--- src/rtl/qss_pkg.sv ---
package qss_pkg;
	localparam int ADDR_W = 8;
	localparam int DATA_W = 16;
	localparam int NUM_GROUPS = 4;
	localparam int SEL_W = 4;
	localparam int TEST_SEL_W = 6;

	typedef logic [DATA_W-1:0] qss_word_t;
	typedef logic [ADDR_W-1:0] qss_addr_t;

	// Register offsets.
	localparam qss_addr_t ADDR_REF_TEST = 8'h1B;
	localparam qss_addr_t ADDR_RSVD_A = 8'h1C;
	localparam qss_addr_t ADDR_RSVD_B = 8'h1D;
	localparam qss_addr_t ADDR_SYNC_SEL = 8'h1E;
	localparam qss_addr_t ADDR_SW_SYNC = 8'h1F;
	localparam qss_addr_t ADDR_SHADOW_BASE = 8'h40;
	localparam qss_addr_t ADDR_ACTIVE_BASE = 8'h48;

	// Values after reset.
	localparam qss_word_t SYNC_SEL_RESET = 16'h1111;
	localparam qss_word_t REF_TEST_RESET = 16'h0000;
	localparam qss_word_t RSVD_RESET = 16'h0000;
	localparam qss_word_t SHADOW_RESET = 16'h0000;
	localparam qss_word_t ACTIVE_RESET = 16'h0000;
	localparam qss_word_t RDATA_IDLE = 16'h0000;
	localparam logic SW_SYNC_RESET = 1'b0;
	localparam logic PIN_SYNC_RESET = 1'b0;

	// Field positions.
	localparam int OFS_PAIR1_LSB = 12;
	localparam int OFS_PAIR2_LSB = 8;
	localparam int GP_PAIR1_LSB = 4;
	localparam int GP_PAIR2_LSB = 0;
	localparam int REF_EXT_BIT = 15;
	localparam int FUSE_SLEEP_BIT = 11;
	localparam int TEST_SEL_LSB = 0;
	localparam int SW_SYNC_BIT = 1;
	localparam qss_word_t REF_TEST_MASK = 16'h883F;

	// Source positions inside each 4-bit select field.
	localparam int SRC_SOFT = 3;
	localparam int SRC_EXT = 2;
	localparam int SRC_STROBE = 1;
	localparam int SRC_AUTO = 0;
endpackage : qss_pkg

--- src/rtl/qss_shadow_group.sv ---
`timescale 1ns/100ps
module qss_shadow_group (
	input wire logic core_clk,
	input wire logic rstn,
	input wire logic shadowWrite,
	input wire qss_pkg::qss_word_t writeData,
	input wire logic syncEvent,
	output qss_pkg::qss_word_t shadowValue,
	output qss_pkg::qss_word_t activeValue
);
	import qss_pkg::*;

	qss_word_t shadowFf;
	qss_word_t activeFf;
	qss_word_t nxt_shadowFf;
	qss_word_t nxt_activeFf;

	// A write coinciding with a sync lands directly in the active value,
	// so the whole word moves at once and never half old, half new.
	always_comb begin
		nxt_shadowFf = shadowWrite ? writeData : shadowFf;
		nxt_activeFf = syncEvent ? nxt_shadowFf : activeFf;
	end

	always_ff @(posedge core_clk or negedge rstn) begin
		if (!rstn) begin
			shadowFf <= SHADOW_RESET;
			activeFf <= ACTIVE_RESET;
		end else begin
			shadowFf <= nxt_shadowFf;
			activeFf <= nxt_activeFf;
		end
	end

	assign shadowValue = shadowFf;
	assign activeValue = activeFf;
endmodule : qss_shadow_group

--- src/rtl/qss_sync_select.sv ---
// Local design decision: the strobed register port.
`timescale 1ns/100ps
module qss_sync_select (
	input wire logic core_clk,
	input wire logic rstn,
	input wire qss_pkg::qss_addr_t regAddr,
	input wire qss_pkg::qss_word_t regWrData,
	input wire logic regWrEn,
	input wire logic regRdEn,
	output qss_pkg::qss_word_t regRdData,
	input wire logic externalSyncInput,
	input wire logic outputStrobeInput,
	output qss_pkg::qss_word_t activeOffsetPair1,
	output qss_pkg::qss_word_t activeOffsetPair2,
	output qss_pkg::qss_word_t activeGainPhasePair1,
	output qss_pkg::qss_word_t activeGainPhasePair2,
	output logic [qss_pkg::TEST_SEL_W-1:0] transmitEnableTestSelect,
	output logic externalReferenceEnable,
	output logic fuseSleep
);
	import qss_pkg::*;

	// Register state.
	qss_word_t selectFf;
	qss_word_t refTestFf;
	qss_word_t rsvdAFf;
	qss_word_t rsvdBFf;
	logic swSyncFf;
	qss_word_t nxt_selectFf;
	qss_word_t nxt_refTestFf;
	qss_word_t nxt_rsvdAFf;
	qss_word_t nxt_rsvdBFf;
	logic nxt_swSyncFf;

	// Edge detection and pin synchronisers.
	logic swPrevFf;
	logic extMetaFf;
	logic extSyncFf;
	logic extPrevFf;
	logic strobeMetaFf;
	logic strobeSyncFf;
	logic strobePrevFf;
	logic nxt_swPrevFf;
	logic nxt_extMetaFf;
	logic nxt_extSyncFf;
	logic nxt_extPrevFf;
	logic nxt_strobeMetaFf;
	logic nxt_strobeSyncFf;
	logic nxt_strobePrevFf;

	// Read data.
	qss_word_t rdDataFf;
	qss_word_t nxt_rdDataFf;

	logic swRise;
	logic extRise;
	logic strobeRise;
	logic [SEL_W-1:0] offsetPair1SyncEnables;
	logic [SEL_W-1:0] offsetPair2SyncEnables;
	logic [SEL_W-1:0] gainphasePair1SyncEnables;
	logic [SEL_W-1:0] gainphasePair2SyncEnables;
	logic [SEL_W-1:0] selFields [NUM_GROUPS];
	logic [NUM_GROUPS-1:0] shadowWr;
	logic [NUM_GROUPS-1:0] groupEvent;
	qss_word_t shadowArr [NUM_GROUPS];
	qss_word_t activeArr [NUM_GROUPS];

	assign offsetPair1SyncEnables = selectFf[OFS_PAIR1_LSB +: SEL_W];
	assign offsetPair2SyncEnables = selectFf[OFS_PAIR2_LSB +: SEL_W];
	assign gainphasePair1SyncEnables = selectFf[GP_PAIR1_LSB +: SEL_W];
	assign gainphasePair2SyncEnables = selectFf[GP_PAIR2_LSB +: SEL_W];
	assign selFields[0] = offsetPair1SyncEnables;
	assign selFields[1] = offsetPair2SyncEnables;
	assign selFields[2] = gainphasePair1SyncEnables;
	assign selFields[3] = gainphasePair2SyncEnables;

	// Only a rising edge syncs, so the bit may be left high until cleared.
	assign swRise = swSyncFf & ~swPrevFf;
	assign extRise = extSyncFf & ~extPrevFf;
	assign strobeRise = strobeSyncFf & ~strobePrevFf;

	always_comb begin
		nxt_selectFf = selectFf;
		nxt_refTestFf = refTestFf;
		nxt_rsvdAFf = rsvdAFf;
		nxt_rsvdBFf = rsvdBFf;
		nxt_swSyncFf = swSyncFf;
		if (regWrEn) begin
			case (regAddr)
				ADDR_SYNC_SEL: begin
					nxt_selectFf = regWrData;
				end
				ADDR_REF_TEST: begin
					nxt_refTestFf = regWrData & REF_TEST_MASK;
				end
				ADDR_RSVD_A: begin
					nxt_rsvdAFf = regWrData;
				end
				ADDR_RSVD_B: begin
					nxt_rsvdBFf = regWrData;
				end
				ADDR_SW_SYNC: begin
					nxt_swSyncFf = regWrData[SW_SYNC_BIT];
				end
				default: begin
				end
			endcase
		end
	end

	always_ff @(posedge core_clk or negedge rstn) begin
		if (!rstn) begin
			selectFf <= SYNC_SEL_RESET;
			refTestFf <= REF_TEST_RESET;
			rsvdAFf <= RSVD_RESET;
			rsvdBFf <= RSVD_RESET;
			swSyncFf <= SW_SYNC_RESET;
		end else begin
			selectFf <= nxt_selectFf;
			refTestFf <= nxt_refTestFf;
			rsvdAFf <= nxt_rsvdAFf;
			rsvdBFf <= nxt_rsvdBFf;
			swSyncFf <= nxt_swSyncFf;
		end
	end

	// Pins pass two flip-flops; the edge detector compares the second with its one-cycle delayed copy.
	always_comb begin
		nxt_swPrevFf = swSyncFf;
		nxt_extMetaFf = externalSyncInput;
		nxt_extSyncFf = extMetaFf;
		nxt_extPrevFf = extSyncFf;
		nxt_strobeMetaFf = outputStrobeInput;
		nxt_strobeSyncFf = strobeMetaFf;
		nxt_strobePrevFf = strobeSyncFf;
	end

	always_ff @(posedge core_clk or negedge rstn) begin
		if (!rstn) begin
			swPrevFf <= SW_SYNC_RESET;
			extMetaFf <= PIN_SYNC_RESET;
			extSyncFf <= PIN_SYNC_RESET;
			extPrevFf <= PIN_SYNC_RESET;
			strobeMetaFf <= PIN_SYNC_RESET;
			strobeSyncFf <= PIN_SYNC_RESET;
			strobePrevFf <= PIN_SYNC_RESET;
		end else begin
			swPrevFf <= nxt_swPrevFf;
			extMetaFf <= nxt_extMetaFf;
			extSyncFf <= nxt_extSyncFf;
			extPrevFf <= nxt_extPrevFf;
			strobeMetaFf <= nxt_strobeMetaFf;
			strobeSyncFf <= nxt_strobeSyncFf;
			strobePrevFf <= nxt_strobePrevFf;
		end
	end

	genvar g;
	generate
		for (g = 0; g < NUM_GROUPS; g++) begin : gen_group
			assign shadowWr[g] = regWrEn && (regAddr == ADDR_SHADOW_BASE + ADDR_W'(g));
			// Any enabled source, alone or together with others, fires the group.
			assign groupEvent[g] = |(selFields[g] & {swRise, extRise, strobeRise,
				shadowWr[g]});

			qss_shadow_group qss_shadow_group_inst (
				.core_clk(core_clk),
				.rstn(rstn),
				.shadowWrite(shadowWr[g]),
				.writeData(regWrData),
				.syncEvent(groupEvent[g]),
				.shadowValue(shadowArr[g]),
				.activeValue(activeArr[g])
			);

			active_holds_a: assert property (@(posedge core_clk) disable iff (!rstn)
				!groupEvent[g] |=> $stable(activeArr[g]))
				else $error("active value moved without a sync event");

			auto_sync_copy_a: assert property (@(posedge core_clk) disable iff (!rstn)
				shadowWr[g] && selFields[g][SRC_AUTO] |=> activeArr[g] == $past(regWrData))
				else $error("auto sync did not load the written word");
		end
	endgenerate

	// Read data stands only in the cycle after the read strobe.
	always_comb begin
		nxt_rdDataFf = RDATA_IDLE;
		if (regRdEn) begin
			case (regAddr)
				ADDR_SYNC_SEL: begin
					nxt_rdDataFf = selectFf;
				end
				ADDR_REF_TEST: begin
					nxt_rdDataFf = refTestFf;
				end
				ADDR_RSVD_A: begin
					nxt_rdDataFf = rsvdAFf;
				end
				ADDR_RSVD_B: begin
					nxt_rdDataFf = rsvdBFf;
				end
				ADDR_SW_SYNC: begin
					nxt_rdDataFf[SW_SYNC_BIT] = swSyncFf;
				end
				default: begin
					for (int i = 0; i < NUM_GROUPS; i++) begin
						if (regAddr == ADDR_SHADOW_BASE + ADDR_W'(i)) begin
							nxt_rdDataFf = shadowArr[i];
						end
						if (regAddr == ADDR_ACTIVE_BASE + ADDR_W'(i)) begin
							nxt_rdDataFf = activeArr[i];
						end
					end
				end
			endcase
		end
	end

	always_ff @(posedge core_clk or negedge rstn) begin
		if (!rstn) begin
			rdDataFf <= RDATA_IDLE;
		end else begin
			rdDataFf <= nxt_rdDataFf;
		end
	end

	assign regRdData = rdDataFf;
	assign activeOffsetPair1 = activeArr[0];
	assign activeOffsetPair2 = activeArr[1];
	assign activeGainPhasePair1 = activeArr[2];
	assign activeGainPhasePair2 = activeArr[3];
	assign transmitEnableTestSelect = refTestFf[TEST_SEL_LSB +: TEST_SEL_W];
	assign externalReferenceEnable = refTestFf[REF_EXT_BIT];
	assign fuseSleep = refTestFf[FUSE_SLEEP_BIT];

	soft_sync_pair1_a: assert property (@(posedge core_clk) disable iff (!rstn)
		$rose(swSyncFf) && selectFf[OFS_PAIR1_LSB + SRC_SOFT] && !shadowWr[0]
		|=> activeArr[0] == $past(shadowArr[0]))
		else $error("software sync did not update offset pair1");

	ext_sync_pair2_a: assert property (@(posedge core_clk) disable iff (!rstn)
		extSyncFf && !extPrevFf && selectFf[OFS_PAIR2_LSB + SRC_EXT] && !shadowWr[1]
		|=> activeArr[1] == $past(shadowArr[1]))
		else $error("external sync did not update offset pair2");

	strobe_gp_pair1_a: assert property (@(posedge core_clk) disable iff (!rstn)
		strobeSyncFf && !strobePrevFf && selectFf[GP_PAIR1_LSB + SRC_STROBE]
		&& !shadowWr[2] |=> activeArr[2] == $past(shadowArr[2]))
		else $error("output strobe did not update gain/phase pair1");

	no_auto_pair2_a: assert property (@(posedge core_clk) disable iff (!rstn)
		shadowWr[3] && !selectFf[GP_PAIR2_LSB + SRC_AUTO] && !swRise && !extRise
		&& !strobeRise |=> $stable(activeArr[3]))
		else $error("gain/phase pair2 moved with auto sync off");

	any_source_a: assert property (@(posedge core_clk) disable iff (!rstn)
		((swRise && offsetPair1SyncEnables[SRC_SOFT])
		|| (extRise && offsetPair1SyncEnables[SRC_EXT])
		|| (strobeRise && offsetPair1SyncEnables[SRC_STROBE])) && !shadowWr[0]
		|=> activeArr[0] == $past(shadowArr[0]))
		else $error("an enabled source failed to update offset pair1");

	select_reset_a: assert property (@(posedge core_clk) disable iff (!rstn)
		$rose(rstn) |-> selectFf == SYNC_SEL_RESET)
		else $error("sync select not at reset value");

	test_select_a: assert property (@(posedge core_clk) disable iff (!rstn)
		regWrEn && regAddr == ADDR_REF_TEST
		|=> transmitEnableTestSelect == $past(regWrData[TEST_SEL_W-1:0]))
		else $error("test node selector not loaded");

	reserved_reset_a: assert property (@(posedge core_clk) disable iff (!rstn)
		$rose(rstn) |-> rsvdAFf == RSVD_RESET && rsvdBFf == RSVD_RESET)
		else $error("reserved registers not cleared by reset");

	sel_write_a: assert property (@(posedge core_clk) disable iff (!rstn)
		regWrEn && regAddr == ADDR_SYNC_SEL |=> selectFf == $past(regWrData))
		else $error("sync select write not stored");

	strobe_ofs_pair2_a: assert property (@(posedge core_clk) disable iff (!rstn)
		strobeRise && offsetPair2SyncEnables[SRC_STROBE] && !shadowWr[1]
		|=> activeArr[1] == $past(shadowArr[1]))
		else $error("output strobe did not update offset pair2");

	ext_gp_pair2_a: assert property (@(posedge core_clk) disable iff (!rstn)
		extRise && gainphasePair2SyncEnables[SRC_EXT] && !shadowWr[3]
		|=> activeArr[3] == $past(shadowArr[3]))
		else $error("external sync did not update gain/phase pair2");

	reserved_hold_a: assert property (@(posedge core_clk) disable iff (!rstn)
		!(regWrEn && (regAddr == ADDR_RSVD_A || regAddr == ADDR_RSVD_B))
		|=> $stable(rsvdAFf) && $stable(rsvdBFf))
		else $error("reserved register moved without a write");
endmodule : qss_sync_select
--- config.mk ---
export PLATFORM = sky130hd
export DESIGN_NAME = qss_sync_select
export DESIGN_NICKNAME = d
export VERILOG_FILES = /design/src/rtl/qss_pkg.sv /design/src/rtl/qss_shadow_group.sv /design/src/rtl/qss_sync_select.sv
export SDC_FILE = /design/constraint.sdc
export NUM_CORES = 1
export LEC_CHECK = 0
export BUFFER_PORTS_ARGS = -buffer_cell sky130_fd_sc_hd__buf_2
export CORE_MARGIN = 4
export CORE_UTILIZATION = 45
export DETAILED_ROUTE_END_ITERATION = 8
export PLACE_DENSITY = 0.67
export SYNTH_ARGS = -nofsm -noshare
export SYNTH_HDL_FRONTEND = slang
export SYNTH_HIERARCHICAL = 1
export SYNTH_SLANG_ARGS = --single-unit
--- constraint.sdc ---
create_clock -name core_clk -period 1.6 [get_ports core_clk]
set_input_delay 0.24 -clock core_clk [delete_from_list [all_inputs] [get_ports core_clk]]
set_output_delay 0.24 -clock core_clk [all_outputs]
set_load 0.005 [all_outputs]
==> flow_summary.toml <==
[global_route]
grt_pass1_wl_um = 43700
grt_pass1_vias = 7406
grt_overflow_total = 0
track_usage = 0.231
antenna_found_initial = 0
grt_max_degree = 46

[critical_path]
crit_path_max_fanout = 7
end_kind = "flip-flop"
critPathLaunchType = "flip-flop"
path_class = "reg2reg"
crit_required_ns = 1.98
worstPathArrival_ns = 2.17

[sta]
relSlewSlack = 0.697
finalCritPeriodShare = 1.12
drv_slew = 0
min_period_ns = 1.80
setup_ws_ns = -0.195
rsz0062_at_grt = "true"
fin_worst_skew_ns = 0.0244
finalSetupViolCount = 64
worst_pin_slew_ns = 0.455
max_freq_ghz = 0.557
timing_hold_violations_final = 0

[logic_synthesis]
syn_avg_cell_area_um2 = 14.5
ys_warn_count = 6
synth_ff_type = "dfrtp_1"
yosysSeqAreaShare = 0.531
synth_cell_types = 46
async_flop_share = 1.00
synth_edf_count = 0
syn-num-nets = 705
ys_seq_elements = 208
netlist_area_um2 = 9810
synth_cells = 675

[die]
dieArea_um2 = 24200
row_count = 53
die_w_um = 156
dieHeight_um = 156
io_pins = 118
initial_core_util = 0.462
core_um2 = 21200

[status]
status = "finished with violations"
violations = "setup timing"

[clocking]
cts_tree = "yes"
numCtsBuffers = 23
path_clk_slew_ns = 0.06
clockBufferDepth = 3
cts_root_buf = "clkbuf_16"
cts.sinks = 208
insertion_delay_ns = 0.51
htreeDepth = 1

[power]
ir_drop_v = 0.000546
p_leak_nw = 6.23
pwr_density_cell_nw_per_um2 = 976

[placed_design]
portBuffers = 117
dp_hpwl_um = 19000
gp_congestion = 0.846
post-place-ws_ns = -0.650

[cells_and_area]
final_layout_size_suffix_gt1_frac = 0.547
syn_to_final_growth_pct = 28.1
antenna_cells = 0
layout.nets = 901
nFillCells = 1650
final_util = 0.592

[job]
maxCapViolCount = 0

[route]
drc = 0
wirelength_um = 27800
wl_per_cell_um = 23.9
routed-via-count = 6660
postRouteAntennaNets = 0
dr.pass1.iters = 7
drt_iter0_drc = 399
vias_per_cell = 5.73

[min_path]
hp-class = "in2reg"
[routing by layer]
metal  global-route usage  up-vias  routed length (um)  share of wire
li1                     -     2884                   -              -
met5                    0        -                   0              0
met3               0.0386       79                1340          0.048
met2                0.387      196               13700           0.49
met1                0.302     3501               11500           0.42
met4               0.0900        0                1190          0.043
[critical path, stage by stage, from the launching register on]
cell and delay, ns:
dfrtp_1 0.39, nor2b_4 0.16, a22o_1 0.22, a21oi_2 0.18, o41ai_4 0.11, buf_4 0.16
buf_12 0.15, mux2_4 0.30
[where the power goes]
group	total (mW)	internal [mW]	switching, mW
clock	5.36	3.29	2.07
sequential	5.66	5.49	0.169
combinational	1.24	0.626	0.613
[path summary, 6_finish.rpt]
| check | startpoint | end | slack, ns | cells past startpoint |
|---|---|---|---|---|
| setup reg to reg | extSyncFf | flip-flop | -0.20 | 7 |
| max in group asynchronous | rstn | selFields[8] | 0.74 | 3 |
| setup / recovery | extSyncFf | flip-flop | -0.20 | 7 |
| hold reg to reg | nxt_strobeSyncFf | nxt_strobePrevFf | 0.35 | 0 |
| min in group asynchronous | rstn | gen_group[0].qss_shadow_group_inst/shadowValue[15] | 0.27 | 2 |
| hold / removal | regWrData[13] | selFields[13] | 0.08 | 2 |
[per-stage QoR]
| stage | hold slack [ns] | TNS [ns] | std cells | total power, mW | area (um2) |
|---|---|---|---|---|---|
| floorplan | -0.0556 | -17.22 | 675 | 6.34 | 10100 |
| global placement | 0.224 | -68.59 | 1102 | 6.87 | 11400 |
| detailed placement | 0.226 | -75.04 | 1102 | 6.92 | 11400 |
| CTS | 0.0772 | -7.73 | 1160 | 12.3 | 12600 |
| global route | 0.0884 | -10.57 | 1162 | 12.7 | 12600 |
| finish | 0.0840 | -7.44 | 1162 | 12.3 | 12600 |
[final cells by class]
| cell class | count | area, um2 | area share |
|---|---|---|---|
| inverter | 12 | 45.0 | 0.00359 |
| clock inverter | 6 | 83.8 | 0.00668 |
| sequential | 208 | 5210 | 0.415 |
| timing repair buffer | 220 | 1680 | 0.134 |
| tap | 275 | 344 | 0.0274 |
| clock buffer | 35 | 691 | 0.0550 |
| multi-input combinational | 406 | 4510 | 0.359 |
[cells in the final DEF (no fill, tap or decap), types with 10 or more instances in the layout]
cell type,synthesis,layout
buf_12,4,17
nor2_1,13,12
mux2_4,80,122
mux2i_1,30,30
inv_1,12,12
nor2b_1,17,14
o211ai_1,16,16
buf_4,11,72
nand2_1,12,11
a211oi_1,10,10
mux4_2,16,16
mux2_2,105,63
o21ai_0,34,34
dfrtp_1,204,204
buf_2,14,113
clkbuf_16,0,24
[state kept, by name, summed over array words and instances, names as in the netlist, 8 cells and up]
| name | flops |
|---|---|
| gen_group.qss_shadow_group_inst/shadowValue | 64 |
| rsvdBFf | 16 |
| rsvdAFf | 16 |
| regRdData | 16 |
| gen_group.qss_shadow_group_inst/activeValue | 64 |
| selFields | 16 |
| refTestFf | 8 |
[kinds of logic after synthesis]
kind of cell | share of synthesized area
muxes | 0.310
DFF | 0.531
AOI/OAI and AO/OA | 0.0701
and+or+nand+nor | 0.0476
buffers and inverters | 0.0406
[what timing repair did]
item,4_1_cts,5_1_grt
gates resized for setup,40,7
setup buffers,12,5
setup endpoints to repair,64,64
hold buffers,3,0
pin swaps,7,8
cloned,3,0
endpoints found under the hold margin,36,0
[cells in the mapped netlist (6+ instances only)]
cell	n	share of area
a21oi_1	10	0.0051
a221oi_1	8	0.0071
dfrtp_1	204	0.52
buf_6	6	0.0069
inv_1	12	0.0046
clkbuf_1	12	0.0046
mux4_2	16	0.037
o221ai_1	8	0.0071
buf_2	14	0.0071
nor2_1	13	0.0050
nand2_1	12	0.0046
o211ai_1	16	0.012
nor2b_1	17	0.011
mux2i_1	30	0.031
mux2_4	80	0.12
mux2_2	105	0.12
o21ai_0	34	0.017
buf_4	11	0.0084
a211oi_1	10	0.0077
(Power assumes the default switching activity.)
